$ cat src/pkg/sacq_pkg.sv
// Package of register map, field layout and timing constants for the acquisition sequencer
package sacq_pkg;
  // ==========================================================================
  // Clock and timing
  localparam int unsigned CLK_HZ        = 125_000_000;
  localparam int unsigned CLK_PERIOD_NS = 8;
  localparam int unsigned MUX_SETTLE_NS = 80;
  localparam int unsigned MUX_SETTLE_CYC = (MUX_SETTLE_NS + CLK_PERIOD_NS - 1) / CLK_PERIOD_NS;
  // ==========================================================================
  // Register byte offsets
  localparam logic [7:0] REG_CTRL     = 8'h00;
  localparam logic [7:0] REG_CONFIG   = 8'h04;
  localparam logic [7:0] REG_INTERVAL = 8'h08;
  localparam logic [7:0] REG_COUNT    = 8'h0c;
  localparam logic [7:0] REG_STATUS   = 8'h10;
  localparam logic [7:0] REG_ACQCNT   = 8'h14;
  localparam logic [7:0] REG_RDPTR    = 8'h18;
  localparam logic [7:0] REG_DATA     = 8'h1c;
  // ==========================================================================
  // Field positions
  localparam int CTRL_LAUNCH    = 0;
  localparam int CTRL_ABORT     = 1;
  localparam int CFG_EXT_CONV   = 0;
  localparam int CFG_EXT_GATE   = 1;
  localparam int CFG_MODE_LSB   = 2;
  localparam int CFG_TB_LSB     = 4;
  localparam int CFG_TB_ROUTE   = 8;
  localparam int CFG_CHAN_LSB   = 16;
  localparam int CFG_GAIN_LSB   = 24;
  localparam int STAT_DONE      = 0;
  localparam int STAT_ACTIVE    = 1;
  localparam int CHAN_W         = 6;
  localparam int GAIN_W         = 3;
  localparam int TB_W           = 4;
  localparam int INTERVAL_W     = 25;
  localparam int COUNT_W        = 31;
  localparam int SAMPLE_W       = 16;
  // ==========================================================================
  // Reset values and limits
  localparam logic [31:0] CONFIG_RST   = 32'h0000_0010;
  localparam logic [24:0] INTERVAL_RST = 25'h000_0002;
  localparam logic [24:0] INTERVAL_MIN = 25'h000_0002;
  localparam logic [30:0] COUNT_RST    = 31'h0000_0003;
  localparam logic [1:0]  RESP_OKAY    = 2'h0;
  localparam logic [1:0]  RESP_SLVERR  = 2'h2;
  // ==========================================================================
  // Timebase codes and buffer modes
  localparam logic [3:0] TB_EXTERNAL = 4'h0;
  localparam logic [3:0] TB_1MHZ     = 4'h1;
  localparam logic [3:0] TB_100KHZ   = 4'h2;
  localparam logic [3:0] TB_10KHZ    = 4'h3;
  localparam logic [3:0] TB_1KHZ     = 4'h4;
  localparam logic [3:0] TB_100HZ    = 4'h5;
  localparam logic [3:0] TB_20MHZ    = 4'hd;
  typedef enum logic [1:0] {
    SACQ_SINGLE = 2'h0,
    SACQ_DOUBLE = 2'h1,
    SACQ_CONT   = 2'h2
  } sacq_mode_t;
  typedef enum logic [2:0] {
    SACQ_IDLE   = 3'b001,
    SACQ_SETTLE = 3'b010,
    SACQ_RUN    = 3'b100
  } sacq_state_t;
endpackage

$ cat src/verilog/sacq_interval_timer.sv
// Timebase prescaler and reloading sample-interval counter
module sacq_interval_timer #(
  parameter bit EXTENDED = 1'b1
) (
  input  wire logic                        aclk,
  input  wire logic                        aresetn,
  input  wire logic                        load,
  input  wire logic                        run,
  input  wire logic [sacq_pkg::TB_W-1:0]   tb_code,
  input  wire logic                        ext_tick,
  input  wire logic [sacq_pkg::INTERVAL_W-1:0] interval,
  output logic                             conv_ff
);
  logic [31:0]                         acc_ff;
  logic [sacq_pkg::INTERVAL_W-1:0]     cnt_ff;
  logic [31:0]                         rate;
  logic                                tick;

  // ==========================================================================
  // Timebase rate per code
  function automatic logic [31:0] tb_rate(input logic [3:0] code);
    case (code)
      sacq_pkg::TB_1MHZ:   tb_rate = 32'd1_000_000;
      sacq_pkg::TB_100KHZ: tb_rate = 32'd100_000;
      sacq_pkg::TB_10KHZ:  tb_rate = 32'd10_000;
      sacq_pkg::TB_1KHZ:   tb_rate = 32'd1_000;
      sacq_pkg::TB_100HZ:  tb_rate = 32'd100;
      sacq_pkg::TB_20MHZ:  tb_rate = EXTENDED ? 32'd20_000_000 : 32'd0;
      default:             tb_rate = 32'd0;
    endcase
  endfunction

  assign rate = tb_rate(tb_code);
  assign tick = (tb_code == sacq_pkg::TB_EXTERNAL) ? ext_tick : (acc_ff + rate >= sacq_pkg::CLK_HZ);

  // Fractional accumulator gives exact average tick rate
  always_ff @(posedge aclk) begin
    if (!aresetn || load) begin
      acc_ff <= 32'h0000_0000;
    end else if (tb_code != sacq_pkg::TB_EXTERNAL) begin
      acc_ff <= tick ? acc_ff + rate - sacq_pkg::CLK_HZ : acc_ff + rate;
    end
  end

  always_ff @(posedge aclk) begin
    if (!aresetn || load) begin
      cnt_ff  <= interval;
      conv_ff <= 1'b0;
    end else begin
      conv_ff <= 1'b0;
      if (run && tick) begin
        if (cnt_ff <= 25'h000_0001) begin
          cnt_ff  <= interval;
          conv_ff <= 1'b1;
        end else begin
          cnt_ff <= cnt_ff - 25'h000_0001;
        end
      end
    end
  end
endmodule // sacq_interval_timer

$ cat src/verilog/sacq_top.sv
// Single-channel acquisition sequencer with AXI4-Lite register slave and sample memory
//
// Our own choices: the placing of the registers and the AXI4-Lite interface to the registers.
module sacq_top #(
  parameter bit EXTENDED = 1'b1,
  parameter int DEPTH    = 256
) (
  input  wire logic        aclk,
  input  wire logic        aresetn,
  input  wire logic [7:0]  s_axi_awaddr,
  input  wire logic        s_axi_awvalid,
  output logic             s_axi_awready,
  input  wire logic [31:0] s_axi_wdata,
  input  wire logic [3:0]  s_axi_wstrb,
  input  wire logic        s_axi_wvalid,
  output logic             s_axi_wready,
  output logic [1:0]       s_axi_bresp,
  output logic             s_axi_bvalid,
  input  wire logic        s_axi_bready,
  input  wire logic [7:0]  s_axi_araddr,
  input  wire logic        s_axi_arvalid,
  output logic             s_axi_arready,
  output logic [31:0]      s_axi_rdata,
  output logic [1:0]       s_axi_rresp,
  output logic             s_axi_rvalid,
  input  wire logic        s_axi_rready,
  input  wire logic        convert_pulse_in_n,
  input  wire logic        acq_gate_in,
  input  wire logic        ext_timebase_in,
  input  wire logic        default_prog_input_pin,
  input  wire logic [15:0] adc_result,
  input  wire logic        adc_result_valid,
  output logic [5:0]       adc_chan,
  output logic [2:0]       adc_gain,
  output logic             adc_start
);
  localparam int AW = $clog2(DEPTH);
  localparam logic [AW-1:0] LAST = AW'(DEPTH - 1);

  logic [3:0]               sync1_ff, sync2_ff, sync3_ff;
  logic                     awready_ff, wready_ff, bvalid_ff, arready_ff, rvalid_ff;
  logic                     aw_held_ff, w_held_ff;
  logic [7:0]               awaddr_ff;
  logic [31:0]              wdata_ff, rdata_ff, config_ff;
  logic [3:0]               wstrb_ff;
  logic [1:0]               bresp_ff, rresp_ff;
  logic [24:0]              interval_ff;
  logic [30:0]              count_ff, acq_cnt_ff;
  logic [AW-1:0]            wptr_ff, rdptr_ff;
  logic [15:0]              mem [DEPTH];
  logic [5:0]               chan_ff;
  logic [2:0]               gain_ff;
  logic                     start_ff, done_ff, armed_ff;
  logic [7:0]               settle_ff;
  sacq_pkg::sacq_state_t    state_ff;
  logic                     wr_fire, rd_fire, launch, abort, conv_req, tmr_conv, last_sample;
  logic                     ext_conv, ext_gate, conv_fall, conv_rise, tb_rise, pin_rise, tmr_run;
  sacq_pkg::sacq_mode_t     mode;
  logic [31:0]              interval_wr, count_wr;

  // ==========================================================================
  // Address decode shared by both channels
  function automatic logic addr_ok(input logic [7:0] a);
    addr_ok = (a[1:0] == 2'h0) && (a <= sacq_pkg::REG_DATA);
  endfunction

  function automatic logic [31:0] merge(input logic [31:0] old, input logic [31:0] nw, input logic [3:0] be);
    for (int i = 0; i < 4; i++) begin
      merge[i*8 +: 8] = be[i] ? nw[i*8 +: 8] : old[i*8 +: 8];
    end
  endfunction

  // ==========================================================================
  // Pin synchronisers, two flops each, third flop for edges
  logic [3:0] pins;
  assign pins = {default_prog_input_pin, ext_timebase_in, acq_gate_in, convert_pulse_in_n};
  genvar g;
  generate
    for (g = 0; g < 4; g++) begin : g_sync
      always_ff @(posedge aclk) begin
        if (!aresetn) begin
          sync1_ff[g] <= 1'b0;
          sync2_ff[g] <= 1'b0;
          sync3_ff[g] <= 1'b0;
        end else begin
          sync1_ff[g] <= pins[g];
          sync2_ff[g] <= sync1_ff[g];
          sync3_ff[g] <= sync2_ff[g];
        end
      end
    end
  endgenerate
  assign conv_fall = !sync2_ff[0] && sync3_ff[0];
  assign conv_rise = sync2_ff[0] && !sync3_ff[0];
  assign tb_rise   = sync2_ff[2] && !sync3_ff[2];
  assign pin_rise  = sync2_ff[3] && !sync3_ff[3];

  // ==========================================================================
  // AXI4-Lite write channel
  assign wr_fire = aw_held_ff && w_held_ff && !bvalid_ff;
  always_ff @(posedge aclk) begin
    if (!aresetn) begin
      awready_ff <= 1'b1;
      wready_ff  <= 1'b1;
      aw_held_ff <= 1'b0;
      w_held_ff  <= 1'b0;
      bvalid_ff  <= 1'b0;
      bresp_ff   <= sacq_pkg::RESP_OKAY;
      awaddr_ff  <= 8'h00;
      wdata_ff   <= 32'h0000_0000;
      wstrb_ff   <= 4'h0;
    end else begin
      if (s_axi_awvalid && awready_ff) begin
        awaddr_ff  <= s_axi_awaddr;
        aw_held_ff <= 1'b1;
        awready_ff <= 1'b0;
      end
      if (s_axi_wvalid && wready_ff) begin
        wdata_ff  <= s_axi_wdata;
        wstrb_ff  <= s_axi_wstrb;
        w_held_ff <= 1'b1;
        wready_ff <= 1'b0;
      end
      if (wr_fire) begin
        aw_held_ff <= 1'b0;
        w_held_ff  <= 1'b0;
        bvalid_ff  <= 1'b1;
        bresp_ff   <= addr_ok(awaddr_ff) ? sacq_pkg::RESP_OKAY : sacq_pkg::RESP_SLVERR;
      end
      if (bvalid_ff && s_axi_bready) begin
        bvalid_ff  <= 1'b0;
        awready_ff <= 1'b1;
        wready_ff  <= 1'b1;
      end
    end
  end

  // ==========================================================================
  // Configuration registers
  // Merged write words for the wide numeric registers
  assign interval_wr = merge({7'h00, interval_ff}, wdata_ff, wstrb_ff);
  assign count_wr    = merge({1'b0, count_ff}, wdata_ff, wstrb_ff);

  // reset to software start, internal timing
  always_ff @(posedge aclk) begin
    if (!aresetn) begin
      config_ff   <= sacq_pkg::CONFIG_RST;
      interval_ff <= sacq_pkg::INTERVAL_RST;
      count_ff    <= sacq_pkg::COUNT_RST;
    end else if (wr_fire) begin
      case (awaddr_ff)
        sacq_pkg::REG_CONFIG:   config_ff <= merge(config_ff, wdata_ff, wstrb_ff);
        sacq_pkg::REG_INTERVAL: interval_ff <= (interval_wr < 32'h0000_0002) ?
                                  sacq_pkg::INTERVAL_MIN : interval_wr[24:0];
        // count held as 31 bits, host keeps range
        sacq_pkg::REG_COUNT:    count_ff <= count_wr[30:0];
        default:                config_ff <= config_ff;
      endcase
    end
  end
  assign ext_conv = config_ff[sacq_pkg::CFG_EXT_CONV];
  assign ext_gate = config_ff[sacq_pkg::CFG_EXT_GATE];
  assign mode     = sacq_pkg::sacq_mode_t'(config_ff[sacq_pkg::CFG_MODE_LSB +: 2]);
  assign launch   = wr_fire && awaddr_ff == sacq_pkg::REG_CTRL && wstrb_ff[0] && wdata_ff[sacq_pkg::CTRL_LAUNCH];
  assign abort    = wr_fire && awaddr_ff == sacq_pkg::REG_CTRL && wstrb_ff[0] && wdata_ff[sacq_pkg::CTRL_ABORT];

  // ==========================================================================
  // AXI4-Lite read channel, data port pops the read pointer
  assign rd_fire = s_axi_arvalid && arready_ff;
  always_ff @(posedge aclk) begin
    if (!aresetn) begin
      arready_ff <= 1'b1;
      rvalid_ff  <= 1'b0;
      rdata_ff   <= 32'h0000_0000;
      rresp_ff   <= sacq_pkg::RESP_OKAY;
    end else begin
      if (rd_fire) begin
        arready_ff <= 1'b0;
        rvalid_ff  <= 1'b1;
        rresp_ff   <= addr_ok(s_axi_araddr) ? sacq_pkg::RESP_OKAY : sacq_pkg::RESP_SLVERR;
        case (s_axi_araddr)
          sacq_pkg::REG_CONFIG:   rdata_ff <= config_ff;
          sacq_pkg::REG_INTERVAL: rdata_ff <= {7'h00, interval_ff};
          sacq_pkg::REG_COUNT:    rdata_ff <= {1'b0, count_ff};
          sacq_pkg::REG_STATUS:   rdata_ff <= {30'h0, state_ff != sacq_pkg::SACQ_IDLE, done_ff};
          sacq_pkg::REG_ACQCNT:   rdata_ff <= {1'b0, acq_cnt_ff};
          sacq_pkg::REG_RDPTR:    rdata_ff <= 32'(rdptr_ff);
          sacq_pkg::REG_DATA:     rdata_ff <= {16'h0000, mem[rdptr_ff]};
          default:                rdata_ff <= 32'h0000_0000;
        endcase
      end
      if (rvalid_ff && s_axi_rready) begin
        rvalid_ff  <= 1'b0;
        arready_ff <= 1'b1;
      end
    end
  end

  // Read pointer: written directly, advanced by each data read
  always_ff @(posedge aclk) begin
    if (!aresetn) begin
      rdptr_ff <= '0;
    end else if (wr_fire && awaddr_ff == sacq_pkg::REG_RDPTR) begin
      rdptr_ff <= wdata_ff[AW-1:0];
    end else if (rd_fire && s_axi_araddr == sacq_pkg::REG_DATA) begin
      rdptr_ff <= (rdptr_ff == LAST) ? '0 : rdptr_ff + 1'b1;
    end
  end

  // ==========================================================================
  // Interval timer and conversion request
  // gate level enables counter
  assign tmr_run = state_ff == sacq_pkg::SACQ_RUN && !ext_conv && (!ext_gate || sync2_ff[1]);
  sacq_interval_timer #(
    .EXTENDED (EXTENDED)
  ) u_timer (
    .aclk     (aclk),
    .aresetn  (aresetn),
    .load     (state_ff != sacq_pkg::SACQ_RUN),
    .run      (tmr_run),
    .tb_code  (config_ff[sacq_pkg::CFG_TB_LSB +: 4]),
    .ext_tick ((EXTENDED && !config_ff[sacq_pkg::CFG_TB_ROUTE]) ? pin_rise : tb_rise),
    .interval (interval_ff),
    .conv_ff  (tmr_conv)
  );
  assign conv_req    = state_ff == sacq_pkg::SACQ_RUN && (ext_conv ? (armed_ff && conv_fall) : tmr_conv);
  assign last_sample = mode != sacq_pkg::SACQ_CONT && acq_cnt_ff + 31'h1 >= count_ff;

  // ==========================================================================
  // Sequencer state, mux setup, storage and completion
  always_ff @(posedge aclk) begin
    if (!aresetn) begin
      state_ff   <= sacq_pkg::SACQ_IDLE;
      chan_ff    <= '0;
      gain_ff    <= '0;
      settle_ff  <= 8'h00;
      done_ff    <= 1'b0;
      armed_ff   <= 1'b0;
      start_ff   <= 1'b0;
      acq_cnt_ff <= '0;
      wptr_ff    <= '0;
    end else begin
      start_ff <= conv_req;
      case (state_ff)
        sacq_pkg::SACQ_IDLE: begin
          if (launch) begin
            chan_ff    <= config_ff[sacq_pkg::CFG_CHAN_LSB +: 6];
            gain_ff    <= config_ff[sacq_pkg::CFG_GAIN_LSB +: 3];
            settle_ff  <= 8'(sacq_pkg::MUX_SETTLE_CYC);
            done_ff    <= 1'b0;
            acq_cnt_ff <= '0;
            wptr_ff    <= '0;
            state_ff   <= sacq_pkg::SACQ_SETTLE;
          end
        end
        sacq_pkg::SACQ_SETTLE: begin
          armed_ff  <= 1'b0;
          settle_ff <= settle_ff - 8'h01;
          if (abort) begin
            state_ff <= sacq_pkg::SACQ_IDLE;
          end else if (settle_ff <= 8'h01) begin
            state_ff <= sacq_pkg::SACQ_RUN;
          end
        end
        sacq_pkg::SACQ_RUN: begin
          if (conv_rise) begin
            armed_ff <= 1'b1;
          end
          if (abort) begin
            state_ff <= sacq_pkg::SACQ_IDLE;
          end else if (adc_result_valid) begin
            acq_cnt_ff <= (acq_cnt_ff == 31'h7fff_ffff) ? acq_cnt_ff : acq_cnt_ff + 31'h1;
            wptr_ff    <= (wptr_ff == LAST) ? ((mode == sacq_pkg::SACQ_SINGLE) ? LAST : '0) : wptr_ff + 1'b1;
            if (last_sample) begin
              done_ff  <= 1'b1;
              state_ff <= sacq_pkg::SACQ_IDLE;
            end
          end
        end
        default: state_ff <= sacq_pkg::SACQ_IDLE;
      endcase
    end
  end

  // one 16-bit word per conversion, in order
  // nothing stored once single buffer complete or full
  always_ff @(posedge aclk) begin
    if (state_ff == sacq_pkg::SACQ_RUN && adc_result_valid && !abort &&
        !(mode == sacq_pkg::SACQ_SINGLE && acq_cnt_ff >= 31'(DEPTH))) begin
      mem[wptr_ff] <= adc_result;
    end
  end

  // ==========================================================================
  // Outputs
  assign s_axi_awready = awready_ff;
  assign s_axi_wready  = wready_ff;
  assign s_axi_bvalid  = bvalid_ff;
  assign s_axi_bresp   = bresp_ff;
  assign s_axi_arready = arready_ff;
  assign s_axi_rvalid  = rvalid_ff;
  assign s_axi_rdata   = rdata_ff;
  assign s_axi_rresp   = rresp_ff;
  assign adc_chan      = chan_ff;
  assign adc_gain      = gain_ff;
  assign adc_start     = start_ff;
endmodule // sacq_top

$ cat config.mk
export PLATFORM = sky130hd
export DESIGN_NAME = sacq_top
export DESIGN_NICKNAME = d
export VERILOG_FILES = /design/src/pkg/sacq_pkg.sv /design/src/verilog/sacq_interval_timer.sv /design/src/verilog/sacq_top.sv
export SDC_FILE = /design/constraint.sdc
export NUM_CORES = 2
export LEC_CHECK = 0
export BUFFER_PORTS_ARGS = -buffer_cell sky130_fd_sc_hd__buf_4
export CORE_MARGIN = 10
export CORE_UTILIZATION = 30
export DETAILED_ROUTE_END_ITERATION = 16
export SLEW_MARGIN = 5
export SYNTH_ARGS = -nofsm -noshare
export SYNTH_HDL_FRONTEND = slang
export SYNTH_SLANG_ARGS = --single-unit
$ cat constraint.sdc
create_clock -name aclk -period 9 [get_ports aclk]
set_input_delay 0.9 -clock aclk [delete_from_list [all_inputs] [get_ports aclk]]
set_output_delay 0.9 -clock aclk [all_outputs]
set_load 0.005 [all_outputs]
==> metrics.md <==
| Metric | Value |
|---|---|
| Placed Area | `roughly 190000 µm²` |
| Final Cycle Share | `0.8003` |
| FP Rows | `279` |
| Post-synth top flop | `edfxtp_1` |
| Initial DRT Pass Iterations | `7` |
| TritonCTS clock tree | `yes` |
| Crit start category | `flip-flop` |
| Leakage | `60.18 nW` |
| Routed Wire Length | `448800 µm` |
| Commonest non-fill, non-tap cell in the layout | `edfxtp_1` |
| Critical Path Fanout Max | `25` |
| Vias in the first global route | `~88000` |
| Outcome | `finished clean` |
| Post-CTS resize count | `0` |
| Initial antenna violation count | `29` |
| CTS Buf Count | `426` |
| CTS H-tree depth | `5` |
| Max IR drop VDD | `about 230 µV` |
| Max-Cap Viols | `0` |
| Synth Register Bits | `4414` |
| Final Hold Viols | `0` |
| Worst-Skew Late Latency | `1.05 ns` |
| Worst EP required | `9.57 ns` |
| DR WL/cell | `26.46 µm` |
| PwrDens | `202.4 nW/µm²` |
| Post-synth EDFFs | `4121` |
| Worst Max-Slew Pin Slew | `1.292 ns` |
| Vias per cell | `5.106` |
| Final setup violation count | `0` |
| Synth unique cells | `84` |
| # clock sinks | `4414` |
| Post-Layout Cell Count | `16960` |
| Met3 WL post-DR | `36750 µm` |
| Async set-reset flop share out of synthesis | `0` |
| Global-route wire length before repair | `between 600000 and 700000 µm` |
| Boundary Pins | `131` |
| Finished Cell Area | `200000 µm²` |
| DRC Markers | `0` |
| Largest net degree at the start of global routing | `170` |
| # hold bufs at CTS | `0` |
| Synth Warn # | `0` |
| Synthesized area | `174300 µm²` |
| RSZ-0062 raised after global routing | `false` |
| Most frequent cells in the layout | `4121 x edfxtp_1, 1318 x mux4_2, 465 x nand2_1, 455 x buf_4, 431 x clkbuf_16` |
| Setup TNS | `0 ns` |
| Detail Route met2 WL | `216100 µm` |
| Hold WC Path Type | `in2reg` |
| M1 WL | `185000 µm` |
| Avg Cell Area, Syn | `20.66 µm²` |
| Die Wd | `between 700 and 800 µm` |
| Port Buffer Count | `128` |
| NumNets Final | `approximately 9000` |
| Starting Density | `0.3015` |
| Area Overhead vs Synth | `14.73%` |
| Crit. End Element | `flip-flop` |
| Die H | `782.2 µm` |
| Fraction of layout cells with a size suffix above 1 | `0.2695` |
| Register area share after synthesis | `0.7437` |
| Crit path time final | `slightly above 7 ns` |
| F_max | `0.1388 GHz` |
| Number of setup buffers added after CTS | `0` |
| WS Path Type | `reg2reg` |
| Die area | `611800 µm²` |
| Iteration-0 DRC count of the detailed router | `10800` |
| Global route overflow | `0` |
| Cells after synthesis | `around 8400` |
| Placed Cells | `between 15000 and 20000` |
| Routed Antenna Nets | `0` |
| Fillcell total | `53420` |
| DR vias | `86600` |
| Slew HR | `0.1356` |
| Top layer in use | `met4` |
| Clock buffer depth | `4` |
| Core area | `between 500000 and 600000 µm²` |
| Root Buffer | `clkbuf_16` |
| Total global routing track utilization | `0.1422` |
| Post-DP HPWL | `between 200000 and 300000 µm` |
| RePlAce Congestion | `0.8082` |
| Slew Viols, Final | `0` |
| Clock Skew | `~0.13 ns` |
| CTS clock-pin slew for the worst setup and hold paths | `about 0.070 ns` |
| Crit path DAT | `7.77 ns` |
-- layout make-up --
| type | count | area [µm²] | area share |
|---|---|---|---|
| multi-input cells | 3472 | 42730 | 0.2137 |
| clock buffers | 531 | 11200 | 0.05602 |
| well taps | 7727 | 9668 | 0.04835 |
| clock inverters | 246 | 2374 | 0.01187 |
| inverters | 65 | 251.5 | 0.001258 |
| diodes | 14 | 35.03 | 0.0001752 |
| repair buffers | 492 | 4065 | 0.02033 |
| flip-flops and latches | 4414 | 129600 | 0.6483 |
-- synth_stat cells (10+ instances only) --
library cell  count  area share
a21oi_1         112      0.0032
o211ai_1         23     0.00099
edfxtp_1       4121        0.71
o211a_1          11     0.00063
o21a_1           19     0.00082
and2_1           49      0.0018
mux4_2         1318        0.17
or4_1            13     0.00056
xor2_1           37      0.0019
nor3_1           52      0.0015
a21o_1           20     0.00086
a22oi_1          15     0.00065
nand3_1          82      0.0024
inv_1            64      0.0014
buf_2            15     0.00043
a222oi_1         15     0.00086
clkbuf_1        354      0.0076
nor2_1          385      0.0083
nand4_1          26     0.00093
xnor2_1          52      0.0026
mux2i_1         148      0.0085
ha_1             64      0.0046
nand2b_1         20     0.00072
a221oi_1         10     0.00050
a21boi_0        168      0.0072
or3_1            10     0.00036
dfxtp_1         293       0.034
a31oi_1          25     0.00090
o21ai_0          98      0.0028
nand3b_1         13     0.00056
nand2_1         478       0.010
buf_1           111      0.0024
nor2b_1          31      0.0011
nor4_1           26     0.00093
and3_1           40      0.0014
-- worst max-delay path, cell delays in order (launching register included) --
cell       delay, ns
dfxtp_1         0.51
nand2b_1        0.17
nor3_1          0.74
ha_1            0.42
a21o_2          0.28
a21oi_1         0.34
mux2_2          0.41
a311oi_4        0.33
nand3_1         0.21
or4_1           0.60
or4b_4          0.52
a311oi_4        0.57
or2_1           0.31
a21oi_2         0.09
a2111oi_2       0.32
nand2b_1        0.98
-- layer usage --
layer,vias up,GRT usage
met5,-,0
met4,0,0.03471
met2,3777,0.2328
met3,613,0.02495
li1,35780,-
met1,46430,0.1976
-- registers in the layout (all words and copies together), names as in the netlist, 4 cells and up, named ones only --
| register | cells |
|---|---|
| rdptr_ff | 8 |
| s_axi_rdata | 32 |
| wptr_ff | 8 |
| wdata_ff | 32 |
| acq_cnt_ff | 31 |
| interval_ff | 25 |
| u_timer.cnt_ff | 25 |
| adc_chan | 6 |
| wstrb_ff | 4 |
| sync2_ff | 4 |
| settle_ff | 8 |
| config_ff | 32 |
| sync1_ff | 4 |
| u_timer.acc_ff | 30 |
| awaddr_ff | 8 |
| count_ff | 31 |
| mem | 4096 |
-- where the power goes --
group	switching, W	total [W]	internal, W
registers	0.0000289	0.0225	0.0224
clock network	0.00774	0.0175	0.00979
logic	0.000406	0.000495	0.0000885
total	0.00817	0.0405	0.0323
-- metrics by stage --
stage	worst slack [ns]	total power [W]	hold WS [ns]	utilization
after floorplan	3.251	0.02297	0.4119	-
after global placement	1.502	0.02335	0.4281	0.3223
after detailed placement	1.614	0.02339	0.4195	0.3223
after CTS	1.553	0.04085	0.04133	0.3458
after global routing	1.294	0.04168	0.09303	0.3458
final	1.798	0.04047	0.1371	0.3459
-- worst paths after layout --
check / from / to / slack (ns) / cells after the start
max reg2reg: config_ff[4]$_SDFFE_PN1P_ / u_timer.cnt_ff[21]$_DFFE_PP_ / 1.80 / 15
min reg2reg: sync1_ff[0]$_SDFF_PN0_ / sync2_ff[0]$_SDFF_PN0_ / 0.43 / 1
min: s_axi_wvalid / s_axi_wready$_SDFFE_PP1P_ / 0.14 / 2
max: config_ff[4]$_SDFFE_PN1P_ / u_timer.cnt_ff[21]$_DFFE_PP_ / 1.80 / 15
-- cells by family (layout without fill, tap and decap cells) --
| group | count (synthesis) | in the layout | share of synthesized area |
|---|---|---|---|
| buf+inv | 552 | 1334 | 0.01213 |
| other cells | 1 | 16 | 0.00002152 |
| simple gates | 1249 | 1249 | 0.03194 |
| xor+xnor | 89 | 89 | 0.004473 |
| fa+ha+maj | 65 | 65 | 0.004710 |
| flops | 4414 | 4414 | 0.7437 |
| compound gates | 599 | 599 | 0.02404 |
| mux | 1468 | 1468 | 0.1790 |
(Power assumes the default switching activity.)
